`config.mk`:
```
export PLATFORM = sky130hd
export DESIGN_NAME = cnt_control
export DESIGN_NICKNAME = d
export VERILOG_FILES = /design/src/cnt_pkg.sv /design/src/cnt_psc_if.sv /design/src/cnt_control.sv /design/src/cnt_prescaler.sv
export VERILOG_INCLUDE_DIRS = /design/src
export SDC_FILE = /design/constraint.sdc
export NUM_CORES = 1
export LEC_CHECK = 0
export BUFFER_PORTS_ARGS = -buffer_cell sky130_fd_sc_hd__buf_2
export CAP_MARGIN = 15
export CELL_PAD_IN_SITES_DETAIL_PLACEMENT = 1
export CELL_PAD_IN_SITES_GLOBAL_PLACEMENT = 2
export CORE_UTILIZATION = 31
export CTS_CLUSTER_SIZE = 30
export DETAILED_ROUTE_END_ITERATION = 10
export GPL_TIMING_DRIVEN = 1
export PLACE_DENSITY = 0.91
export SLEW_MARGIN = 10
export SYNTH_ARGS = -nofsm -noshare
export SYNTH_HDL_FRONTEND = slang
export SYNTH_SLANG_ARGS = --single-unit
```
`constraint.sdc`:
```
create_clock -name clk -period 7.11 [get_ports clk]
set_input_delay 0.3555 -clock clk [delete_from_list [all_inputs] [get_ports clk]]
set_output_delay 0.3555 -clock clk [all_outputs]
set_load 0.03 [all_outputs]
```
`src/cnt_defines.svh`:
```
/*
  constants of the counter control block: register offsets, field
  positions, reset values and timing counts.
  assumes inclusion by bare name; holds definitions only.
*/
`ifndef CNT_DEFINES_SVH
`define CNT_DEFINES_SVH

// ----------------------------------------------------------------
// register byte offsets
// ----------------------------------------------------------------
`define CNT_OFF_CONTROL    12'h000
`define CNT_OFF_COUNT_LOW  12'h004
`define CNT_OFF_COUNT_HIGH 12'h008
`define CNT_OFF_GATE_SEL   12'h00c
`define CNT_OFF_STATUS     12'h010

// ----------------------------------------------------------------
// control register fields
// ----------------------------------------------------------------
`define CNT_BIT_GATE_INVERT   7
`define CNT_BIT_GATE_QUALIFY  6
`define CNT_PSC_HI            5
`define CNT_PSC_LO            4
`define CNT_BIT_LP_OSC        3
`define CNT_BIT_SYNC_BYPASS   2
`define CNT_BIT_CLK_SELECT    1
`define CNT_BIT_RUN           0

// ----------------------------------------------------------------
// reset values
// ----------------------------------------------------------------
`define CNT_CONTROL_RESET  8'h00
`define CNT_GATE_SEL_RESET 1'b1
`define CNT_COUNT_RESET    16'h0000

// ----------------------------------------------------------------
// timing: instruction clock is a quarter of the system clock
// ----------------------------------------------------------------
`define CNT_INSTR_DIV 4

`endif

```
`src/cnt_pkg.sv`:
```
/*
  types of the counter control block.
  assumes cnt_defines.svh for the numeric constants.
*/
package cnt_pkg;

  // prescale ratio encodings
  typedef enum logic [1:0] {
    CNT_PSC_DIV1 = 2'b00,  // no division
    CNT_PSC_DIV2 = 2'b01,  // divide by 2
    CNT_PSC_DIV4 = 2'b10,  // divide by 4
    CNT_PSC_DIV8 = 2'b11   // divide by 8
  } cnt_psc_t;

  // view of the control register
  typedef struct packed {
    logic     gate_invert;          // gate polarity
    logic     gate_qualify_enable;  // gate steers counting
    cnt_psc_t input_prescale_select;// prescale ratio
    logic     lowpower_osc_enable;  // low-power oscillator on
    logic     sync_bypass;          // skip synchroniser
    logic     clock_source_select;  // 0 instr clock, 1 pin or low-power osc
    logic     counter_run;          // run/stop
  } cnt_ctrl_t;

endpackage

```
`src/cnt_psc_if.sv`:
```
/*
  carrier between the control block and its prescaler.
  assumes both ends run on the same clock.
*/
`timescale 1ns/1ps
interface cnt_psc_if;
  import cnt_pkg::*;
  logic       tick;   // qualified input edge
  logic       clear;  // clear hidden count
  cnt_psc_t   sel;    // ratio select
  logic       pulse;  // prescaler output pulse
  logic [2:0] count;  // hidden count, for checks only

  modport ctrl (output tick, output clear, output sel, input pulse, input count);
  modport psc  (input tick, input clear, input sel, output pulse, output count);
endinterface

```
`src/cnt_control.sv`:
```
/*
  16-bit counter with its control register, reached over APB.
  assumes pins sampled on clk; comparator and gate pins are levels.
*/
`timescale 1ns/1ps
`include "cnt_defines.svh"

module cnt_control
  import cnt_pkg::*;
#(
  parameter int INSTR_DIV = `CNT_INSTR_DIV  // system clocks per instruction
)(
  input  wire logic        clk,                  // system clock, 250 MHz
  input  wire logic        reset,                // async, active high
  input  wire logic        psel,                 // apb select
  input  wire logic        penable,              // apb access phase
  input  wire logic        pwrite,               // apb direction
  input  wire logic [11:0] paddr,                // apb byte address
  input  wire logic [31:0] pwdata,               // apb write data
  output      logic [31:0] prdata,               // apb read data
  output      logic        pready,               // apb ready
  output      logic        pslverr,              // apb error
  input  wire logic        external_clock_pin,   // external count input
  input  wire logic        lowpower_osc_in,      // low-power oscillator output
  input  wire logic        internal_osc_active,  // internal osc, no clock out
  input  wire logic        gate_pin,             // gate input pin
  input  wire logic        comparator_output,    // comparator gate source
  input  wire logic        sleep_mode,           // device asleep
  output      logic        lowpower_osc_on,      // enables low-power oscillator
  output      logic [15:0] count                 // counter value
);
  // refuse divider values that the 8-bit instruction counter cannot serve
  if (INSTR_DIV < 1 || INSTR_DIV > 256) begin : g_bad_div
    $error("INSTR_DIV out of range");
  end

  // ----------------------------------------------------------------
  // declarations
  // ----------------------------------------------------------------
  cnt_psc_if  psc ();              // prescaler link
  cnt_ctrl_t  ctrl;                // control register
  logic       gate_source_select;  // 1 comparator, 0 pin
  logic [7:0] instr_cnt;           // instruction clock divider
  logic       instr_tick;          // one per instruction cycle
  logic       ext_meta;            // synchroniser stage one
  logic       ext_sync;            // synchroniser stage two
  logic       ext_sync_prev;       // previous synchronised level
  logic       ext_raw_prev;        // previous raw level, bypass path
  logic       ext_src;             // chosen external source
  logic       ext_edge;            // rising edge of external source
  logic       async_mode;          // external and unsynchronised
  logic       gate_src;            // selected gate level
  logic       gate_open;           // gate allows counting
  logic       base_tick;           // source edge before gating
  logic       count_enable;        // run, gate and sleep state all allow
  logic       setup;               // apb setup phase
  logic       wr_access;           // apb write taken
  logic       wr_low;              // write to low byte
  logic       wr_high;             // write to high byte
  logic       cnt_write;           // either count byte written

  // ----------------------------------------------------------------
  // address decode
  // ----------------------------------------------------------------
  function automatic logic mapped(input logic [11:0] a);
    mapped = (a == `CNT_OFF_CONTROL) || (a == `CNT_OFF_COUNT_LOW) ||
             (a == `CNT_OFF_COUNT_HIGH) || (a == `CNT_OFF_GATE_SEL) ||
             (a == `CNT_OFF_STATUS);
  endfunction

  assign setup     = psel && !penable;
  assign wr_access = psel && penable && pwrite && mapped(paddr);
  assign wr_low    = wr_access && (paddr == `CNT_OFF_COUNT_LOW);
  assign wr_high   = wr_access && (paddr == `CNT_OFF_COUNT_HIGH);
  assign cnt_write = wr_low || wr_high;
  // zero wait states: answer in the first access cycle
  assign pready    = psel && penable;
  assign pslverr   = psel && penable && !mapped(paddr);

  // ----------------------------------------------------------------
  // control registers
  // ----------------------------------------------------------------
  always_ff @(posedge clk or posedge reset) begin
    if (reset) begin
      ctrl <= cnt_ctrl_t'(`CNT_CONTROL_RESET);
    end else if (wr_access && paddr == `CNT_OFF_CONTROL) begin
      ctrl <= cnt_ctrl_t'(pwdata[7:0]);
    end
  end

  // gate source bit, outside the main control word
  always_ff @(posedge clk or posedge reset) begin
    if (reset) begin
      gate_source_select <= `CNT_GATE_SEL_RESET;
    end else if (wr_access && paddr == `CNT_OFF_GATE_SEL) begin
      gate_source_select <= pwdata[0];
    end
  end

  // ----------------------------------------------------------------
  // read data, captured in the setup cycle
  // ----------------------------------------------------------------
  always_ff @(posedge clk or posedge reset) begin
    if (reset) begin
      prdata <= 32'h0000_0000;
    end else if (setup && !pwrite) begin
      unique case (paddr)
        `CNT_OFF_CONTROL:    prdata <= {24'h00_0000, ctrl};
        `CNT_OFF_COUNT_LOW:  prdata <= {24'h00_0000, count[7:0]};
        `CNT_OFF_COUNT_HIGH: prdata <= {24'h00_0000, count[15:8]};
        `CNT_OFF_GATE_SEL:   prdata <= {31'h0000_0000, gate_source_select};
        `CNT_OFF_STATUS:     prdata <= {28'h000_0000, gate_open, lowpower_osc_on,
                                        async_mode, count_enable};
        default:             prdata <= 32'h0000_0000;
      endcase
    end
  end

  // ----------------------------------------------------------------
  // instruction clock: one tick every INSTR_DIV system clocks
  // ----------------------------------------------------------------
  always_ff @(posedge clk or posedge reset) begin
    if (reset) begin
      instr_cnt <= 8'h00;
    end else if (instr_cnt == 8'(INSTR_DIV - 1)) begin
      instr_cnt <= 8'h00;
    end else begin
      instr_cnt <= instr_cnt + 8'h01;
    end
  end
  assign instr_tick = (instr_cnt == 8'(INSTR_DIV - 1));

  // ----------------------------------------------------------------
  // external source and edge detection
  // ----------------------------------------------------------------
  // low-power oscillator only serves with the internal oscillator running
  assign lowpower_osc_on = ctrl.lowpower_osc_enable && internal_osc_active;
  assign ext_src = lowpower_osc_on ? lowpower_osc_in : external_clock_pin;
  assign async_mode = ctrl.clock_source_select && ctrl.sync_bypass;

  // prev levels reset high so a falling edge must precede the first count
  always_ff @(posedge clk or posedge reset) begin
    if (reset) begin
      ext_meta      <= 1'b1;
      ext_sync      <= 1'b1;
      ext_sync_prev <= 1'b1;
      ext_raw_prev  <= 1'b1;
    end else begin
      ext_meta      <= ext_src;
      ext_sync      <= ext_meta;
      ext_sync_prev <= ext_sync;
      ext_raw_prev  <= ext_src;
    end
  end

  // bypass saves two cycles of latency but risks a glitchy count
  assign ext_edge = ctrl.sync_bypass ? (ext_src && !ext_raw_prev)
                                     : (ext_sync && !ext_sync_prev);

  // ----------------------------------------------------------------
  // source select, gate and run qualification
  // ----------------------------------------------------------------
  assign base_tick = ctrl.clock_source_select ? ext_edge : instr_tick;
  assign gate_src  = gate_source_select ? comparator_output : gate_pin;
  assign gate_open = ctrl.gate_invert ? gate_src : !gate_src;
  // gate matters only while running and qualified
  assign count_enable = ctrl.counter_run &&
                        (!ctrl.gate_qualify_enable || gate_open) &&
                        (!sleep_mode || async_mode);

  assign psc.tick  = base_tick && count_enable;
  assign psc.clear = cnt_write;
  assign psc.sel   = ctrl.input_prescale_select;

  cnt_prescaler u_psc (
    .clk   (clk),
    .reset (reset),
    .p     (psc)
  );

  // ----------------------------------------------------------------
  // the count; a software write beats an increment
  // ----------------------------------------------------------------
  always_ff @(posedge clk or posedge reset) begin
    if (reset) begin
      count <= `CNT_COUNT_RESET;
    end else if (wr_low) begin
      count[7:0] <= pwdata[7:0];
    end else if (wr_high) begin
      count[15:8] <= pwdata[7:0];
    end else if (psc.pulse) begin
      count <= count + 16'h0001;
    end
  end
endmodule

```
`src/cnt_prescaler.sv`:
```
/*
  hidden prescale counter: divides qualified ticks by 1, 2, 4 or 8.
  assumes tick and clear synchronous to clk.
*/
`timescale 1ns/1ps
module cnt_prescaler
  import cnt_pkg::*;
(
  input wire logic clk,   // system clock
  input wire logic reset, // async, active high
  cnt_psc_if.psc   p      // control side
);
  logic [2:0] limit;  // last count before a pulse

  // ----------------------------------------------------------------
  // ratio decode
  // ----------------------------------------------------------------
  always_comb begin
    unique case (p.sel)
      CNT_PSC_DIV1: limit = 3'h0;
      CNT_PSC_DIV2: limit = 3'h1;
      CNT_PSC_DIV4: limit = 3'h3;
      CNT_PSC_DIV8: limit = 3'h7;
    endcase
  end

  // pulse on the tick that completes a ratio
  assign p.pulse = p.tick && !p.clear && (p.count == limit);

  // ----------------------------------------------------------------
  // hidden count; a clear beats a tick
  // ----------------------------------------------------------------
  always_ff @(posedge clk or posedge reset) begin
    if (reset) begin
      p.count <= 3'h0;
    end else if (p.clear) begin
      p.count <= 3'h0;
    end else if (p.pulse) begin
      p.count <= 3'h0;
    end else if (p.tick) begin
      p.count <= p.count + 3'h1;
    end
  end
endmodule

```
==> impl_metrics.json, run 1 <==
{
  "ys_warn_count": 0,
  "p_seq_frac": 0.545,
  "dp_hpwl_um": 5850,
  "layout_common_cells": "57 x buf_2, 43 x dfrtp_1, 36 x nor2_1",
  "cts-root-buf": "clkbuf_8",
  "path_max_fanout": 15,
  "rows": 34,
  "utilization": 0.364,
  "fin_skew_ps": 11.7,
  "grt_pass1_vias": 2444,
  "diodes": 0,
  "drt_wl_total_um": 7460,
  "start_kind": "flop",
  "p_leak_nw": 1.55,
  "grt_max_degree": 48,
  "synth_cells": 297,
  "hold_viol": 0,
  "ys_async_sr_fraction": 1.00,
  "multiInputGateArea_sq_mm": 0.00150,
  "setup_viol": 0,
  "start_util": 0.324,
  "relSlewSlack": 0.330,
  "cts_hold_buf": 0,
  "slowest_stage": "dfstp_2",
  "register_area_sq_mm": 0.00118,
  "cp-end-kind": "flop",
  "clk_pin_slew_ps": 100,
  "io_buffers": 57,
  "power_density_mw_per_mm2": 155,
  "nets": 407,
  "core-area_sq_mm": 0.00885,
  "rsz0062_at_grt": "false",
  "avgSynthCellArea_sq_um": 9.66,
  "track_usage": 0.160,
  "drive_above_1_share": 0.277,
  "gp_congestion": 0.784,
  "cp_data_arrival_time_ps": 2890,
  "yosysTopAreaCell": "dfrtp_1",
  "dominantRegCellSynth": "dfrtp_1",
  "vias": 2338,
  "vias_per_cell": 5.10,
  "ant_nets": 0,
  "cap_violations": 0,
  "synth-seq-cells": 47,
  "cp.required_ps": 7290,
  "clock_latency_ps": 300,
  "cts_tree": "yes",
  "layout.cells.non_filler": 458,
  "violations": "DRC",
  "worst_slew_pin_slew_ps": 1000,
  "crit_chain": "mux2i_1 > xnor2_1 > a221oi_4 > nand4_4 > and2_4 > o21a_1 > a221o_1",
  "placedCellCount": 450,
  "antenna_found_initial": 0,
  "synth.distinct_cells": 59,
  "status": "finished with violations",
  "cts_resized": 0,
  "p_comb_frac": 0.109,
  "numCtsBuffers": 5,
  "drv_slew": 0,
  "path_delay_family": "compound AO/OA/AOI/OAI gates",
  "final_common_cell": "buf_2",
  "drc": 8,
  "boundaryPins": 106,
  "yosysTopAreaCellShare": 0.375,
  "yosysSeqAreaShare": 0.412,
  "fp.dieW_um": 98.2,
  "clock.fmax_mhz": 370,
  "cts_buffer_depth": 2,
  "hp-class": "in -> async",
  "wl_per_cell_um": 16.3,
  "path_class": "reg -> reg",
  "clkSinkCount": 47,
  "postCtsSetupRepairBufs": 0,
  "n_fill_cell": 1052,
  "power_frac_clock": 0.346,
  "grt_pass1_wl_um": 12200,
  "slowest_delay_ps": 580,
  "drt_first_pass_iters": 9,
  "p_switching_uw": 137,
  "ir_drop_mv": 0.0849,
  "p_int_uw": 363,
  "swShare": 0.274,
  "yosys-top-cells-area": "dfrtp_1 38%, buf_4 6.3%, nor2_1 4.7%, xnor2_1 4.3%, dfstp_2 3.7%",
  "synth_edf_count": 0,
  "period_needed_ps": 2700,
  "cts_max_level": 2,
  "fp.dieArea_sq_mm": 0.00964,
  "fin_crit_sh": 0.380,
  "synthesis.area_sq_mm": 0.00287,
  "die_h_um": 98.2,
  "grt.overflow.total": 0,
  "dp_slack_ps": 4430,
  "path_buf_inv": 0,
  "setup_ws_ps": 4410,
  "totalNegativeSetupSlack_ps": 0,
  "drt-initial-drc-count": 89,
  "area_delta_synth_final_pct": 12.3
}
[per-stage QoR]
step	total power [mW]	hold slack, ps	area (sq um)
floorplan	0.325	352	2950
global placement	0.332	354	3120
detailed placement	0.333	355	3120
CTS	0.508	308	3220
global route	0.520	307	3220
finish	0.500	292	3220
[flip-flops by register name, summed over array words and instances, names as in the netlist]
register            cells
ext_sync_prev           1
ext_raw_prev            1
count                  16
prdata                  8
instr_cnt               8
psc.sel                 2
ctrl                    6
ext_sync                1
gate_source_select      1
u_psc.p.count           3
[cell families after synthesis]
logic type      after synthesis  synth area share
simple gates                117             0.230
flops                        47             0.412
compound gates               53             0.127
mux                          19            0.0746
other cells                   1           0.00131
fa+ha+maj                     3            0.0131
buf+inv                      42            0.0969
xor+xnor                     15            0.0458
[cell type report]
cell class                 instances  area share
multi-input combinational        231       0.464
sequential                        47       0.367
timing repair buffer              57      0.0885
tap                              108      0.0419
clock buffer                       6      0.0256
inverter                           7     0.00816
clock inverter                     2     0.00505
[power by group through the flow]
stage                     Combinational [mW]  Sequential (mW)  Clock, mW
after floorplan                       0.0433            0.281          0
after global placement                0.0544            0.277          0
after detailed placement              0.0551            0.278          0
after CTS                             0.0553            0.272      0.180
after global routing                  0.0592            0.273      0.188
final                                 0.0546            0.272      0.173
[cell usage after synthesis (2+ instances only)]
library cell	number
dfrtp_1	43
nor2_1	36
buf_4	24
nand2_1	21
a21oi_1	20
xnor2_1	14
nand3_1	13
o21ai_0	11
mux2_2	9
mux2i_1	9
inv_1	7
nor3_1	6
o31ai_1	6
and3_1	5
clkbuf_1	5
and2_1	4
and3_2	4
dfstp_2	4
ha_1	3
nor3b_1	3
nor4b_1	3
a221o_1	2
a221oi_1	2
a32oi_1	2
buf_1	2
nand3b_1	2
nand4_4	2
nor2b_1	2
o21a_1	2
or2_2	2
[worst register-to-register path: cells and delay by family (launching register included)]
kind / cells / cell delay [ps]
DFF: 1 / 580
xor gates and xnor gates: 1 / 150
AOI/OAI and AO/OA: 3 / 980
muxes: 1 / 250
and+or+nand+nor: 2 / 610
[path summary, 6_finish.rpt]
path	start	to	slack (ps)	cells after the start
max reg2reg	gate_source_select	count[5]	4410	7
min in group clk	pwdata[6]	count[6]	300	3
max in group asynchronous	reset	count[3]	6200	2
max	gate_source_select	count[5]	4410	7
min	reset	count[11]	290	2
min reg2reg	ext_raw_prev	ext_sync	360	0
[layer usage]
metal / part of all wire / GRT usage / wire length [um]
met4: 0.0056 / 0.0299 / 42
met5: 0 / 0 / 0
met3: 0.055 / 0.0286 / 412
met2: 0.48 / 0.281 / 3610
met1: 0.45 / 0.208 / 3390
Note: power is estimated with default switching activity, not from simulation.
==> run 2, diff against run 1 <==
Settings changed: CORE_UTILIZATION 31 to 29, PLACE_DENSITY 0.91 to 0.86.
Clock period 7.11 ns to 2.5 ns, I/O delays scaled along.
==> run 2 against run 1 <==
Net effect:
- the run now ends clean
- sequential power rose to 2.8 times the previous value
- global-route usage down 0.089 points
- final cell count increased by 7.4%
- core utilization down 0.36 points
- power increased to 2.9 times the previous value
- cell area rose by 5.4%
==> impl_metrics.json, run 2 (same netlist as run 1, synthesis figures left out) <==
{
  "reg.largest.list": "count: 16 flops, instr_cnt: 8 flops, prdata: 8 flops",
  "fin_crit_sh": 0.952,
  "io_buffers": 57,
  "path_class": "reg -> reg",
  "hold_viol": 0,
  "status": "complete, no violations",
  "drv_slew": 0,
  "track_usage": 0.159,
  "cts_max_level": 2,
  "rows": 35,
  "grt_pass1_wl_um": 12400,
  "ir_drop_mv": 0.205,
  "grt_max_degree": 47,
  "boundaryPins": 106,
  "wl_per_cell_um": 16.1,
  "drc": 0,
  "hp-class": "in -> async",
  "drive_above_1_share": 0.314,
  "antenna_found_initial": 0,
  "nets": 420,
  "start_util": 0.305,
  "path_max_fanout": 4,
  "dp_hpwl_um": 6050,
  "drt_wl_total_um": 7910,
  "placedCellCount": 479,
  "gp_congestion": 0.773,
  "drt_first_pass_iters": 4,
  "fp.dieW_um": 101,
  "setup_viol": 0,
  "cts_tree": "yes",
  "start_kind": "flop",
  "relSlewSlack": 0.341,
  "largest_reg_flops": 16,
  "setup_ws_ps": 119,
  "cts-root-buf": "clkbuf_8",
  "regMostFlops": "count",
  "ant_nets": 0,
  "cp-end-kind": "flop",
  "period_needed_ps": 2380,
  "cp_data_arrival_time_ps": 2550,
  "clk_pin_slew_ps": 100,
  "layout_common_cells": "57 x buf_2, 43 x dfrtp_1, 36 x nor2_1",
  "power_density_mw_per_mm2": 422,
  "holdWs_ps": 39.4,
  "p_leak_nw": 1.61,
  "numCtsBuffers": 5,
  "grt.overflow.total": 0,
  "clock.fmax_mhz": 420,
  "die_h_um": 101,
  "drt-initial-drc-count": 90,
  "fin_skew_ps": 10.7,
  "cts_buffer_depth": 2,
  "vias_per_cell": 4.84,
  "grt_pass1_vias": 2378,
  "cp.required_ps": 2670,
  "core-area_sq_mm": 0.00942,
  "layout.cells.non_filler": 492,
  "worst_slew_pin_slew_ps": 988,
  "fp.dieArea_sq_mm": 0.0103,
  "cts_hold_buf": 0,
  "final_common_cell": "buf_2",
  "cap_violations": 0,
  "area_delta_synth_final_pct": 18.4,
  "clkSinkCount": 47,
  "utilization": 0.361,
  "diodes": 0,
  "vias": 2382,
  "dp_slack_ps": -50.4,
  "totalNegativeSetupSlack_ps": 0,
  "clock_latency_ps": 310
}
==> run 2: cell types whose count changed in the layout (fill, tap and decap cells not counted), sizes merged <==
| cell | previous run | this run |
|---|---|---|
| buf | 57 | 70 |
==> run 2: final timing paths <==
path	startpoint	end	slack [ps]	depth (start not counted)
hold / removal	reset	instr_cnt[4]	40	2
max in group asynchronous	reset	ext_sync_prev	1760	3
setup / recovery	instr_cnt[1]	count[12]	120	8
setup reg to reg	instr_cnt[1]	count[12]	120	8
min in group clk	lowpower_osc_in	ext_raw_prev	60	3
hold reg to reg	ext_raw_prev	ext_sync	370	0
==> run 2: power by group <==
| group | switching [mW] | internal [mW] | total (mW) |
|---|---|---|---|
| Clock | 0.275 | 0.226 | 0.501 |
| Combinational | 0.119 | 0.0385 | 0.157 |
| Sequential | 0.00469 | 0.770 | 0.775 |
==> run 2: timing repair <==
item | 4_1_cts | 5_1_grt
gates resized for setup | 2 | 5
buffers inserted | 0 | 5
pin swaps | 0 | 1
endpoints found under the setup margin | 2 | 10
==> run 2: worst max-delay path, cell delays in order, from the launching register on <==
cell and delay (ps):
dfrtp_1 410, ha_4 160, or4b_4 480, nor4_4 220
o22a_4 240, nand4_4 170, nor4b_4 310, xnor2_1 160
a21oi_1 90
==> run 2: per-stage QoR <==
stage               area, sq um  total power [mW]
floorplan                  2950             0.924
global placement           3210             0.946
detailed placement         3210             0.949
CTS                        3320              1.46
global route               3390              1.50
finish                     3390              1.43
==> run 2: layer usage <==
layer | track usage | wire length (um) | vias to the layer above
met5 | 0 | 0 | -
met4 | 0.0368 | 115 | 0
met2 | 0.267 | 3720 | 75
li1 | - | - | 1130
met3 | 0.0283 | 368 | 11
met1 | 0.214 | 3710 | 1166
==> run 2: cell type report <==
class	instances	area, sq um
clock inverter	2	16.3
clock buffer	6	82.6
multi-input combinational	231	1540
sequential	47	1180
tap	129	161
timing repair buffer	70	383
inverter	7	26.3
fill	1142	6020
